--- src/inc/safety_map.vh ---
// Register map, field positions and timing constants of the safety output controller
`ifndef SAFETY_MAP_VH
`define SAFETY_MAP_VH
// ------------------------------------------------------------
// Clock and self-test timing
// ------------------------------------------------------------
`define CLK_HZ 25000000
`define US_PER_S 1000000
`define MS_PER_SEC 1000
`define SELFTEST_US 300
// ------------------------------------------------------------
// Register offsets
// ------------------------------------------------------------
`define CFG_ADDR 12'h000
`define STAT_ADDR 12'h004
`define CFG_RESET 32'h0000_0000
// ------------------------------------------------------------
// Configuration fields
// ------------------------------------------------------------
`define CFG_DUAL 0
`define CFG_ILK_START 1
`define CFG_ILK_RESTART 2
`define CFG_EDM_EN 3
`define CFG_RDLY_LO 4
`define CFG_RDLY_HI 6
`define CFG_MUTE_EN 7
`define CFG_ORDER 8
`define CFG_WIN_LO 9
`define CFG_WIN_HI 10
`define CFG_MMAX_LO 11
`define CFG_MMAX_HI 12
`define CFG_OMAX_LO 13
`define CFG_OMAX_HI 14
`define CFG_EDMON_LO 15
`define CFG_EDMON_HI 22
`define CFG_EDMOFF_LO 23
`define CFG_EDMOFF_HI 30
// ------------------------------------------------------------
// Times in milliseconds
// ------------------------------------------------------------
`define MS_PER_S 20'h003e8
`define RESET_MIN_MS 20'h001f4
`define RESET_MAX_MS 20'h07530
`define OVR_MIN_MS 20'h0001e
`define OVR_MAX_MS 20'h003e8
`define WIN_1S_MS 20'h003e8
`define WIN_3S_MS 20'h00bb8
`define WIN_5S_MS 20'h01388
`define WIN_10S_MS 20'h02710
`define MIN_1_MS 20'h0ea60
`define MIN_6_MS 20'h57e40
`define MIN_12_MS 20'hafc80
// ------------------------------------------------------------
// Muting sequencer states
// ------------------------------------------------------------
`define M_IDLE 3'h0
`define M_FIRST 3'h1
`define M_MUTE 3'h2
`define M_OWAIT 3'h3
`define M_OVR 3'h4
`endif

--- src/safety_ctrl.v ---
// Safety output controller: self-test, interlock, feedback check and muting
//
// Chosen here: the placing of the registers and the APB interface to the registers.
`timescale 1ns/100ps
`include "safety_map.vh"

// Overview of operation
// - Object in zone drives outputs OFF
// - Periodic short OFF pulse tests outputs
// - Failed test holds outputs OFF permanently
// - Both outputs of a pair match
// - Single mode pulses pair one only
// - Lockout forces all OFF until power-up
// - Auto restart when zone clears, not lockout
// - Manual restart needs valid reset
// - Reset accepted after held over 500 ms
// - Reset delay one to six seconds
// - Internal fault ignores reset input
// - Reset held over 30 s is malfunction
// - Start interlock holds OFF after power-up
// - Reset request when ready; clear zone needed
// - Feedback inverse of outputs, delayed check
// - Muting keeps outputs ON, quick entry
// - Muting entry: clear, ON, ordered inputs
// - Order and entry window are selectable
// - Muting ends on listed stop events
// - Maximum muting time selectable or unlimited
// - Override needs mute input, object, timed reset
// - Override ends on listed stop events
module safety_ctrl #(
    parameter TICK_CYCLES = `CLK_HZ / `MS_PER_SEC,
    parameter PULSE_CYCLES = `CLK_HZ / `US_PER_S * `SELFTEST_US,
    parameter TEST_INTERVAL = 250000
) (
    // Clock and reset
    input wire pclk,
    input wire presetn,
    // APB slave
    input wire [11:0] paddr,
    input wire psel,
    input wire penable,
    input wire pwrite,
    input wire [31:0] pwdata,
    output reg [31:0] prdata,
    output reg pready,
    output reg pslverr,
    // Detection and machine inputs
    input wire [1:0] obj_prot,
    input wire [1:0] obj_mute,
    input wire [1:0] warn_zone,
    input wire [3:0] mute_inputs,
    input wire [1:0] override_in,
    input wire [1:0] reset_in,
    input wire [1:0] contactor_feedback_in,
    input wire [3:0] output_readback,
    input wire internal_fault,
    input wire [1:0] area_change,
    // Outputs
    output reg [3:0] safety_output,
    output reg warn_out_a,
    output reg warn_out_b,
    output reg [1:0] reset_request_out,
    output reg [1:0] mute_out
);

// ------------------------------------------------------------
// Input synchronisers
// ------------------------------------------------------------
localparam NIN = 23;
wire [NIN-1:0] in_raw;
reg [NIN-1:0] sync_a;
reg [NIN-1:0] sync_b;
assign in_raw = {obj_prot, obj_mute, warn_zone, mute_inputs, override_in, reset_in,
    contactor_feedback_in, output_readback, internal_fault, area_change};

always @(posedge pclk or negedge presetn) begin
    if (!presetn) begin
        sync_a <= {NIN{1'b0}};
        sync_b <= {NIN{1'b0}};
    end else begin
        sync_a <= in_raw;
        sync_b <= sync_a;
    end
end

wire [1:0] s_prot = sync_b[22:21];
wire [1:0] s_mobj = sync_b[20:19];
wire [1:0] s_warn = sync_b[18:17];
wire [3:0] s_mute = sync_b[16:13];
wire [1:0] s_ovr = sync_b[12:11];
wire [1:0] s_rst = sync_b[10:9];
wire [1:0] s_fb = sync_b[8:7];
wire [3:0] s_rdbk = sync_b[6:3];
wire s_fault = sync_b[2];
wire [1:0] s_area = sync_b[1:0];

// ------------------------------------------------------------
// Configuration register and APB
// ------------------------------------------------------------
reg [31:0] cfg;
reg lockout;
reg init_done;
wire [1:0] on_w;
wire [1:0] blk_w;
wire [1:0] mut_w;
wire [1:0] ovr_w;
wire [1:0] edm_w;
wire [1:0] long_w;
wire [1:0] req_w;
wire dual = cfg[`CFG_DUAL];
wire [31:0] stat = {18'h0, init_done, edm_w, ovr_w, mut_w, blk_w, lockout, safety_output};
wire hit = (paddr == `CFG_ADDR) || (paddr == `STAT_ADDR);

always @(posedge pclk or negedge presetn) begin
    if (!presetn) begin
        cfg <= `CFG_RESET;
        prdata <= 32'h0;
        pready <= 1'b0;
        pslverr <= 1'b0;
    end else begin
        pready <= psel & ~penable;
        pslverr <= psel & ~penable & ~hit;
        if (psel & ~penable) begin
            if (paddr == `CFG_ADDR)
                prdata <= cfg;
            else if (paddr == `STAT_ADDR)
                prdata <= stat;
            else
                prdata <= 32'h0;
        end
        if (psel & penable & pready & pwrite & (paddr == `CFG_ADDR))
            cfg <= pwdata;
    end
end

// ------------------------------------------------------------
// Millisecond tick and self-test pulse
// ------------------------------------------------------------
reg [23:0] tick_cnt;
reg tick;
reg [23:0] st_cnt;
reg st_pulse;
wire [3:0] pulse_mask = {dual, dual, 2'b11};
wire st_err = st_pulse && (st_cnt == PULSE_CYCLES - 1) && |(s_rdbk & pulse_mask);

always @(posedge pclk or negedge presetn) begin
    if (!presetn) begin
        tick_cnt <= 24'h0;
        tick <= 1'b0;
        st_cnt <= 24'h0;
        st_pulse <= 1'b0;
        lockout <= 1'b0;
        init_done <= 1'b0;
    end else begin
        tick <= (tick_cnt == TICK_CYCLES - 1);
        if (tick_cnt == TICK_CYCLES - 1)
            tick_cnt <= 24'h0;
        else
            tick_cnt <= tick_cnt + 24'h1;
        if (tick)
            init_done <= 1'b1;
        // Fixed repetition; trip requests still win during a pulse
        if (!st_pulse && st_cnt == TEST_INTERVAL - 1) begin
            st_pulse <= 1'b1;
            st_cnt <= 24'h0;
        end else if (st_pulse && st_cnt == PULSE_CYCLES - 1) begin
            st_pulse <= 1'b0;
            st_cnt <= 24'h0;
        end else begin
            st_cnt <= st_cnt + 24'h1;
        end
        // Only a power-up reset leaves lockout
        if (st_err | (|long_w))
            lockout <= 1'b1;
    end
end

// ------------------------------------------------------------
// Selectable time lookups
// ------------------------------------------------------------
function [19:0] win_ms;
    input [1:0] sel;
    begin
        case (sel)
            2'h0: win_ms = `WIN_1S_MS;
            2'h1: win_ms = `WIN_3S_MS;
            2'h2: win_ms = `WIN_5S_MS;
            default: win_ms = `WIN_10S_MS;
        endcase
    end
endfunction

function [19:0] max_ms;
    input [1:0] sel;
    begin
        case (sel)
            2'h0: max_ms = `MIN_1_MS;
            2'h1: max_ms = `MIN_6_MS;
            default: max_ms = `MIN_12_MS;
        endcase
    end
endfunction

function [19:0] dly_ms;
    input [2:0] sel;
    reg [19:0] s;
    begin
        s = {17'h0, sel};
        if (sel < 3'h1)
            s = 20'h1;
        if (sel > 3'h6)
            s = 20'h6;
        dly_ms = s * `MS_PER_S;
    end
endfunction

// ------------------------------------------------------------
// Per-pair interlock, feedback and muting logic
// ------------------------------------------------------------
genvar i;
generate
    for (i = 0; i < 2; i = i + 1) begin : pair
        reg need_rst;
        reg [19:0] rst_cnt;
        reg dly_run;
        reg [19:0] dly_cnt;
        reg [2:0] mst;
        reg [19:0] mcnt;
        reg first_prev;
        reg ovr_prev;
        reg on_q;
        reg [7:0] edm_cnt;
        reg edm_flt;
        wire en = (i == 0) | dual;
        wire [1:0] m = s_mute[2*i+1:2*i];
        wire first = cfg[`CFG_ORDER] ? m[1] : m[0];
        wire second = cfg[`CFG_ORDER] ? m[0] : m[1];
        wire rst_h = s_rst[i];
        wire ovr_h = s_ovr[i];
        wire stop = lockout | s_area[i] | ~en;
        wire muted = (mst == `M_MUTE);
        wire ovr = (mst == `M_OVR);
        // Objects in the muting zone are masked while muted
        wire det = s_prot[i] | (s_mobj[i] & ~muted);
        wire fault = s_fault | lockout | edm_flt;
        wire ilk = cfg[`CFG_ILK_START] | cfg[`CFG_ILK_RESTART];
        wire blk = need_rst & ilk;
        wire ovr_st = (mst == `M_OWAIT) | ovr;
        wire accept = tick & rst_h & (rst_cnt == `RESET_MIN_MS) & ~fault & ~ovr_st;
        wire [19:0] edm_lim = on_q ? {12'h0, cfg[`CFG_EDMON_HI:`CFG_EDMON_LO]}
                                   : {12'h0, cfg[`CFG_EDMOFF_HI:`CFG_EDMOFF_LO]};
        wire [1:0] mmax = cfg[`CFG_MMAX_HI:`CFG_MMAX_LO];
        wire dly_done = dly_run & (dly_cnt >= dly_ms(cfg[`CFG_RDLY_HI:`CFG_RDLY_LO]));
        // Lockout always wins over any restart path
        wire next_on = en & ~fault & (ovr | (~det & ~blk));

        always @(posedge pclk or negedge presetn) begin
            if (!presetn) begin
                need_rst <= 1'b1;
                rst_cnt <= 20'h0;
                dly_run <= 1'b0;
                dly_cnt <= 20'h0;
                on_q <= 1'b0;
                edm_cnt <= 8'h0;
                edm_flt <= 1'b0;
            end else begin
                on_q <= next_on;
                if (!rst_h)
                    rst_cnt <= 20'h0;
                else if (tick && rst_cnt <= `RESET_MAX_MS)
                    rst_cnt <= rst_cnt + 20'h1;
                if (accept) begin
                    dly_run <= 1'b1;
                    dly_cnt <= 20'h0;
                end else if (dly_done | fault) begin
                    dly_run <= 1'b0;
                end else if (tick) begin
                    dly_cnt <= dly_cnt + 20'h1;
                end
                // Start interlock holds from power-up; restart re-arms on trip
                if (on_q & ~next_on & cfg[`CFG_ILK_RESTART])
                    need_rst <= 1'b1;
                else if (dly_done & ~det & ~fault)
                    need_rst <= 1'b0;
                if (on_q != next_on)
                    edm_cnt <= 8'h0;
                else if (tick && {12'h0, edm_cnt} < edm_lim)
                    edm_cnt <= edm_cnt + 8'h1;
                if (cfg[`CFG_EDM_EN] & en & ({12'h0, edm_cnt} >= edm_lim)
                    & (s_fb[i] == on_q) & (on_q == next_on))
                    edm_flt <= 1'b1;
                else if (tick & rst_h & (rst_cnt == `RESET_MIN_MS) & (s_fb[i] != on_q))
                    edm_flt <= 1'b0;
            end
        end

        always @(posedge pclk or negedge presetn) begin
            if (!presetn) begin
                mst <= `M_IDLE;
                mcnt <= 20'h0;
                first_prev <= 1'b0;
                ovr_prev <= 1'b0;
            end else begin
                first_prev <= first;
                ovr_prev <= ovr_h;
                if (tick)
                    mcnt <= mcnt + 20'h1;
                case (mst)
                    `M_IDLE: begin
                        mcnt <= 20'h0;
                        if (cfg[`CFG_MUTE_EN] & ~stop & on_q & ~s_prot[i] & ~s_mobj[i]
                            & first & ~first_prev & ~second)
                            mst <= `M_FIRST;
                        else if (cfg[`CFG_MUTE_EN] & ~stop & (|m) & (s_prot[i] | s_mobj[i])
                            & ovr_h & ~ovr_prev & ~rst_h)
                            mst <= `M_OWAIT;
                    end
                    `M_FIRST: begin
                        if (~first | stop | det | mcnt > win_ms(cfg[`CFG_WIN_HI:`CFG_WIN_LO]))
                            mst <= `M_IDLE;
                        else if (second) begin
                            mst <= `M_MUTE;
                            mcnt <= 20'h0;
                        end
                    end
                    `M_MUTE: begin
                        if (~first | ~second | s_prot[i] | stop
                            | (mmax != 2'h3 && mcnt >= max_ms(mmax)))
                            mst <= `M_IDLE;
                    end
                    `M_OWAIT: begin
                        if (~ovr_h | stop | mcnt > `OVR_MAX_MS)
                            mst <= `M_IDLE;
                        else if (rst_h) begin
                            mst <= (mcnt >= `OVR_MIN_MS) ? `M_OVR : `M_IDLE;
                            mcnt <= 20'h0;
                        end
                    end
                    `M_OVR: begin
                        if (~(|m) | ~ovr_h | ~rst_h | stop
                            | mcnt >= max_ms(cfg[`CFG_OMAX_HI:`CFG_OMAX_LO]))
                            mst <= `M_IDLE;
                    end
                    default: mst <= `M_IDLE;
                endcase
            end
        end

        assign on_w[i] = on_q;
        assign blk_w[i] = blk;
        assign mut_w[i] = muted;
        assign ovr_w[i] = ovr;
        assign edm_w[i] = edm_flt;
        assign long_w[i] = rst_cnt > `RESET_MAX_MS;
        assign req_w[i] = init_done & en & blk & ~fault & ~dly_run & ~ovr_st;
    end
endgenerate

// ------------------------------------------------------------
// Output registers
// ------------------------------------------------------------
wire [3:0] pair_on = {on_w[1], on_w[1], on_w[0], on_w[0]};
wire [3:0] next_out = pair_on & ~({4{st_pulse}} & pulse_mask) & {4{~lockout}};

always @(posedge pclk or negedge presetn) begin
    if (!presetn) begin
        safety_output <= 4'h0;
        warn_out_a <= 1'b0;
        warn_out_b <= 1'b0;
        reset_request_out <= 2'h0;
        mute_out <= 2'h0;
    end else begin
        safety_output <= next_out;
        warn_out_a <= ~s_warn[0] & ~lockout & init_done;
        warn_out_b <= ~s_warn[1] & ~lockout & init_done;
        reset_request_out <= req_w & {2{~lockout}};
        mute_out <= mut_w | ovr_w;
    end
end

endmodule

--- config.mk ---
export PLATFORM = sky130hd
export DESIGN_NAME = safety_ctrl
export DESIGN_NICKNAME = d
export VERILOG_FILES = /design/src/safety_ctrl.v
export VERILOG_INCLUDE_DIRS = /design/src /design/src/inc
export SDC_FILE = /design/constraint.sdc
export NUM_CORES = 1
export LEC_CHECK = 0
export ABC_AREA = 1
export BUFFER_PORTS_ARGS = -buffer_cell sky130_fd_sc_hd__buf_4
export CORE_UTILIZATION = 35
export CTS_CLUSTER_SIZE = 10
export DETAILED_ROUTE_END_ITERATION = 10
export GPL_ROUTABILITY_DRIVEN = 0
export PLACE_DENSITY = 0.55
export SYNTH_ARGS = -nofsm -noshare
export SYNTH_HDL_FRONTEND = slang
export SYNTH_SLANG_ARGS = --single-unit
--- constraint.sdc ---
create_clock -name pclk -period 4.34 [get_ports pclk]
set_input_delay 0.868 -clock pclk [delete_from_list [all_inputs] [get_ports pclk]]
set_output_delay 0.868 -clock pclk [all_outputs]
set_load 0.1 [all_outputs]
Word level (Yosys, flattened, before mapping)
Index checks and enable logic that the tools add are counted.
- bits in registers: 328
- input port bits: 72
- output and inout port bits: 44
- logic and storage cells: 401
- add/sub/neg operators: 10
- multipliers: 1
- magnitude comparators: 22
- equal/unequal tests: 41
- mux-type cells: 82
- bitwise logic cells: 170
- reduce and logical (&&, ||, !) cells: 36
- operators with widths (kind ; count):
    20-bit 2-to-1 mux ; 27
    20-bit by 1-bit adder with 20-bit output (second input constant) ; 6
    20-bit >= comparator ; 6
    20-bit case mux with 3 select lines ; 2
    20-bit case mux with 2 select lines ; 2
    1-bit AND ; 79
    24-bit 2-to-1 mux ; 3
    3-bit 2-to-1 mux ; 19
    24-bit by 1-bit adder with 24-bit output (second input constant) ; 2
    8-bit 2-to-1 mux ; 6
    1-bit OR ; 44
    14-bit case mux with 3 select lines ; 1
    20-bit by 9-bit equality test with 1-bit output (second input constant) ; 2
    20-bit by 5-bit >= comparator with 1-bit output (second input constant) ; 2
    20-bit by 10-bit greater-than comparator with 1-bit output (second input constant) ; 2
    20-bit by 15-bit greater-than comparator with 1-bit output (second input constant) ; 2
    20-bit greater-than comparator ; 2
    20-bit by 15-bit <= comparator with 1-bit output (second input constant) ; 2
    1-bit NOT ; 40
    32-bit 2-to-1 mux ; 1
    3-bit case mux with 5 select lines ; 2
    24-bit by 13-bit equality test with 1-bit output (second input constant) ; 1
    24-bit by 15-bit equality test with 1-bit output (second input constant) ; 1
    24-bit by 18-bit equality test with 1-bit output (second input constant) ; 1
    other kinds (35) ; 107

Logic depth before layout (Yosys ltp)
- word-level depth: 12
- gate-level depth with buffers: 27
- depth with buffers taken out: 26

Worst setup path before layout
OpenSTA, ideal clock, no wires.
- path type: reg2reg
- from: register cfg[6]
- to: register pair[0].dly_cnt[11]
- setup time: 117 ps
- data arrival time: 4628 ps
- required time: 4223 ps
- slack: -404 ps
- cell stages (with the launch flop): 26
- path buffers: 1
- period minus slack after synthesis: 4744 ps
- cell sequence: dfrtp_1 ha_1 inv_1 a31oi_1 a21oi_1 fa_1 ha_1 ha_1 ha_1 ha_1 nand4_1 nand2_1 nand2_1 nand2_1 a21oi_1 xor2_1 ha_1 a21oi_1 nand2_1 nor3_1 nand2_1 nand2_1 nand3_1 clkbuf_1 nand3_1 nand2_1
- longest elaborated chain between the ends: 9
- elaborated cells on any way between the ends: 10
- classes of those cells: mul: 1; order compare: 3; eq/ne: 1; mux: 2; bitwise: 2; reduce/logical: 1
- RTL lines (what ; RTL line ; source):
    start: declaration ; safety_ctrl.v:100 ; reg [31:0] cfg;
    start signal: assignment ; safety_ctrl.v:116 ; cfg <= `CFG_RESET;
    start signal: assignment ; safety_ctrl.v:132 ; cfg <= pwdata;
    3-bit by 1-bit less-than comparator with 1-bit output ; safety_ctrl.v:209 ; if (sel < 3'h1)
    3-bit 2-to-1 mux ; safety_ctrl.v:209 ;
    20-bit 2-to-1 mux (*) ; safety_ctrl.v:211 ; if (sel > 3'h6)
    20-bit by 7-bit multiplier with 17-bit output (no source line) (*) ; - ;
    20-bit >= comparator (*) ; safety_ctrl.v:253 ; wire dly_done = dly_run & (dly_cnt >= dly_ms(cfg[`CFG_RDLY_HI:`CFG_RDLY_LO]));
    1-bit AND (*) ; safety_ctrl.v:253 ;
    1-bit OR (*) ; safety_ctrl.v:275 ; end else if (dly_done | fault) begin
    2-bit != test (no source line) (*) ; - ;
    2-bit AND reduction (no source line) (*) ; - ;
    end signal: assignment ; safety_ctrl.v:278 ; dly_cnt <= dly_cnt + 20'h1;
    end: declaration ; safety_ctrl.v:226 ; reg [19:0] dly_cnt;
Every way passes the cells marked *; elsewhere a longest branch is shown, timed or not.
A chain may end at the register's enable or synchronous reset.

Worst setup path in the final report
- from: register cfg[6]
- to: register pair[1].dly_cnt[7]
- longest elaborated chain between the ends: 9
- elaborated cells on any way between the ends: 10
- classes of those cells: mul: 1; order compare: 3; eq/ne: 1; mux: 2; bitwise: 2; reduce/logical: 1
- RTL lines (what ; RTL line):
    3-bit by 1-bit less-than comparator with 1-bit output ; safety_ctrl.v:209
    3-bit 2-to-1 mux ; safety_ctrl.v:209
    20-bit 2-to-1 mux (*) ; safety_ctrl.v:211
    20-bit by 7-bit multiplier with 17-bit output (no source line) (*) ; -
    20-bit >= comparator (*) ; safety_ctrl.v:253
    1-bit AND (*) ; safety_ctrl.v:253
    1-bit OR (*) ; safety_ctrl.v:275
    2-bit != test (no source line) (*) ; -
    2-bit AND reduction (no source line) (*) ; -
    end signal: assignment ; safety_ctrl.v:278
    end: declaration ; safety_ctrl.v:226
Marked as above.

==> flow_summary.json <==
{
  "dp_cells": 3440,
  "clockBufferDepth": 3,
  "worstSetupPathType": "flip-flop to flip-flop",
  "synth_mux_area_frac": 0.006317,
  "clockPowerShare": 0.461,
  "critPathArrivalTime_ps": 5080,
  "grt_pass1_vias": 17490,
  "drive_above_1_share": 0.1348,
  "async_reset_ff_frac": 1.000,
  "syn_area_per_cell_um2": 7.779,
  "syn_to_final_growth_pct": 18.10,
  "final_cells": 3516,
  "dr.max_layer_used": "met4",
  "vias": 17840,
  "worstSkewPairLatency_ps": 560,
  "cts_tree": "done",
  "setup_viol": 40,
  "htreeDepth": 2,
  "final.setup.worst_slack_ps": -243.3,
  "synthAdderAreaFrac": 0.08894,
  "hold_ws_ps": 201.5,
  "hpwl_um": 42790,
  "drv_cap": 0,
  "ios": 116,
  "rows": 87,
  "slowest_delay_ps": 500,
  "synth_edf_count": 0,
  "power.share.sequential": 0.444,
  "drc": 0,
  "clockRootBuffer": "clkbuf_16",
  "fp.dieH_um": 242.3,
  "internal-power_mw": 5.232,
  "critPathSlowestCell": "fa_2",
  "swShare": 0.2669,
  "hold_viol": 0,
  "grt_pass1_wl_um": 93280,
  "vdd_drop_max_mv": 0.3059,
  "fmax_mhz": 218.2,
  "finalCritPeriodShare": 1.056,
  "rsz0062_at_grt": "yes",
  "drt-total-wl_um": 57750,
  "yosys.area_share.simple": 0.3094,
  "synth_seq_cells": 326,
  "synth.distinct_cells": 58,
  "status": "complete, but fails checks",
  "final_core_util": 0.4207,
  "met2_length_um": 26150,
  "core_mm2": 0.05671,
  "yosysTopAreaCell": "dfrtp_1",
  "cp_max_fo": 5,
  "yosys.area_share.xor_xnor": 0.05246,
  "wl_per_cell_um": 16.43,
  "start_util": 0.3562,
  "yosys_warnings": 0,
  "p_leak_nw": 11.78,
  "overflow": 0,
  "antenna_left": 0,
  "synth_most_common_cell": "nand2_1",
  "synth_compound_area_frac": 0.05940,
  "antenna_found_initial": 1,
  "violations": "setup timing",
  "startpoint_type": "flip-flop",
  "dieWidth_um": 242.3,
  "cts_sinks": 326,
  "synthTopCellsByArea": "dfrtp_1 (40%), nand2_1 (11%), ha_1 (8.8%)",
  "synth_top_family_by_area": "simple AND/OR/NAND/NOR gates",
  "slew_headroom": 0.3803,
  "final.min_clock_period_ps": 4583,
  "synth_nets": 2812,
  "groute.usage.overall": 0.1964,
  "syn_inst": 2597,
  "seq_area_frac_synth": 0.4039,
  "netlist_area_mm2": 0.02020,
  "numCtsBuffers": 42,
  "hold_buffers": 0,
  "grt_max_degree": 107,
  "synth_top_cell_area_share": 0.4013,
  "total_power_mw": 7.138,
  "yosys-top-cells-count": "nand2_1 (582), dfrtp_1 (324), inv_1 (324)",
  "drtPass1Iterations": 8,
  "pre_cts_slack_ps": -297.6,
  "clkTransAtPathRegs_ps": 60,
  "critical_path_buf_inv_count": 4,
  "slew_viol_final": 0,
  "wl_met1_um": 26880,
  "nNetsFinal": 2951,
  "port_buffers": 115,
  "tightest_slew_ps": 924.1,
  "end_kind": "flip-flop",
  "fp.dieArea_mm2": 0.05869,
  "dr_wl_met3_um": 3117,
  "power_density_mw_per_mm2": 299.2,
  "min_path_type": "primary input to asynchronous set/reset pin",
  "critPathTopFamily": "adder cells",
  "initialDrtViolationCount": 1509,
  "critical_path_required_ps": 4830,
  "switchingPower_mw": 1.905,
  "fin_skew_ps": 14.57,
  "p_comb_frac": 0.095,
  "vias_per_cell": 5.075,
  "synthFlopType": "dfrtp_1"
}
power by group through the flow:
| stage | logic (mW) | registers, mW | clock network, mW |
|---|---|---|---|
| after floorplan | 0.368 | 3.30 | 0 |
| after CTS | 0.689 | 3.17 | 3.38 |
| after global routing | 0.764 | 3.18 | 3.50 |
| after detailed placement | 0.687 | 3.22 | 0 |
| after global placement | 0.681 | 3.22 | 0 |
| final | 0.680 | 3.17 | 3.29 |
layer usage:
layer  global-route usage  vias to the layer above
li1                     -                     8741
met1               0.2690                     8526
met2               0.3133                      468
met3              0.03323                      108
met4              0.06552                        0
met5                    0                        -
repair_timing:
action | 4_1_cts | 5_1_grt
gates resized for setup | 26 | 57
pin swaps | 15 | 43
buffers inserted | 3 | 3
setup endpoints to repair | 44 | 44
gates cloned | 0 | 4
stage by stage:
step                cell area [um^2]  TNS [ps]
finish                         23860     -8447
detailed placement             22140    -10680
floorplan                      20360         0
global placement               22140     -2698
CTS                            23540     -6927
global route                   23860    -18890
area by class of cell:
class | instances | area (um^2)
Antenna cell | 1 | 2.502
Inverter | 331 | 1242
Multi-Input combinational cell | 1874 | 10880
Sequential cell | 326 | 8160
Clock buffer | 58 | 1181
Fill cell | 5630 | 32850
Timing Repair Buffer | 161 | 1354
Clock inverter | 9 | 91.34
Tap cell | 756 | 945.9
path summary, 6_finish.rpt:
kind | endpoint | startpoint | depth (start not counted) | slack, ps
worst min register to register | sync_b[18]$_DFF_PN0_ | sync_a[18]$_DFF_PN0_ | 0 | 340
max in group asynchronous | cfg[28]$_DFFE_PN0P_ | presetn | 2 | 3030
min in group pclk | sync_b[18]$_DFF_PN0_ | sync_a[18]$_DFF_PN0_ | 0 | 340
worst min-delay path | pair[0].mcnt[10]$_DFF_PN0_ | presetn | 1 | 200
worst max-delay path | pair[1].dly_cnt[7]$_DFFE_PN0P_ | cfg[6]$_DFFE_PN0P_ | 28 | -240
worst max register to register | pair[1].dly_cnt[7]$_DFFE_PN0P_ | cfg[6]$_DFFE_PN0P_ | 28 | -240
cell families (layout without fill, tap and decap cells):
group           Yosys count  in the layout
simple gates           1382           1382
buf+inv                 397            559
flops                   326            326
compound gates          218            218
fa+ha+maj               143            143
xor+xnor                121            121
mux                      10             10
other cells               0              1
flip-flops by register name (all words and copies together), names as in the netlist, 6 cells and up:
name,count
cfg,32
pair.dly_cnt,40
pair.edm_cnt,16
pair.mcnt,40
pair.mst,6
pair.rst_cnt,40
prdata,32
st_cnt,24
sync_a,23
sync_b,23
tick_cnt,24
placed cells by master, fill, tap and decap left out, drive strengths merged, types with 35 or more instances in the layout:
cell,Yosys,layout
nand2,590,590
nor2,334,334
inv,330,332
dfrtp,324,324
nand3,197,197
buf,37,158
ha,142,142
xor2,95,95
nor3,95,95
nand4,87,87
o21ai,85,85
a21oi,84,84
clkbuf,29,61
nor4,35,35
No activity file was read; power rests on OpenSTA's default activity.
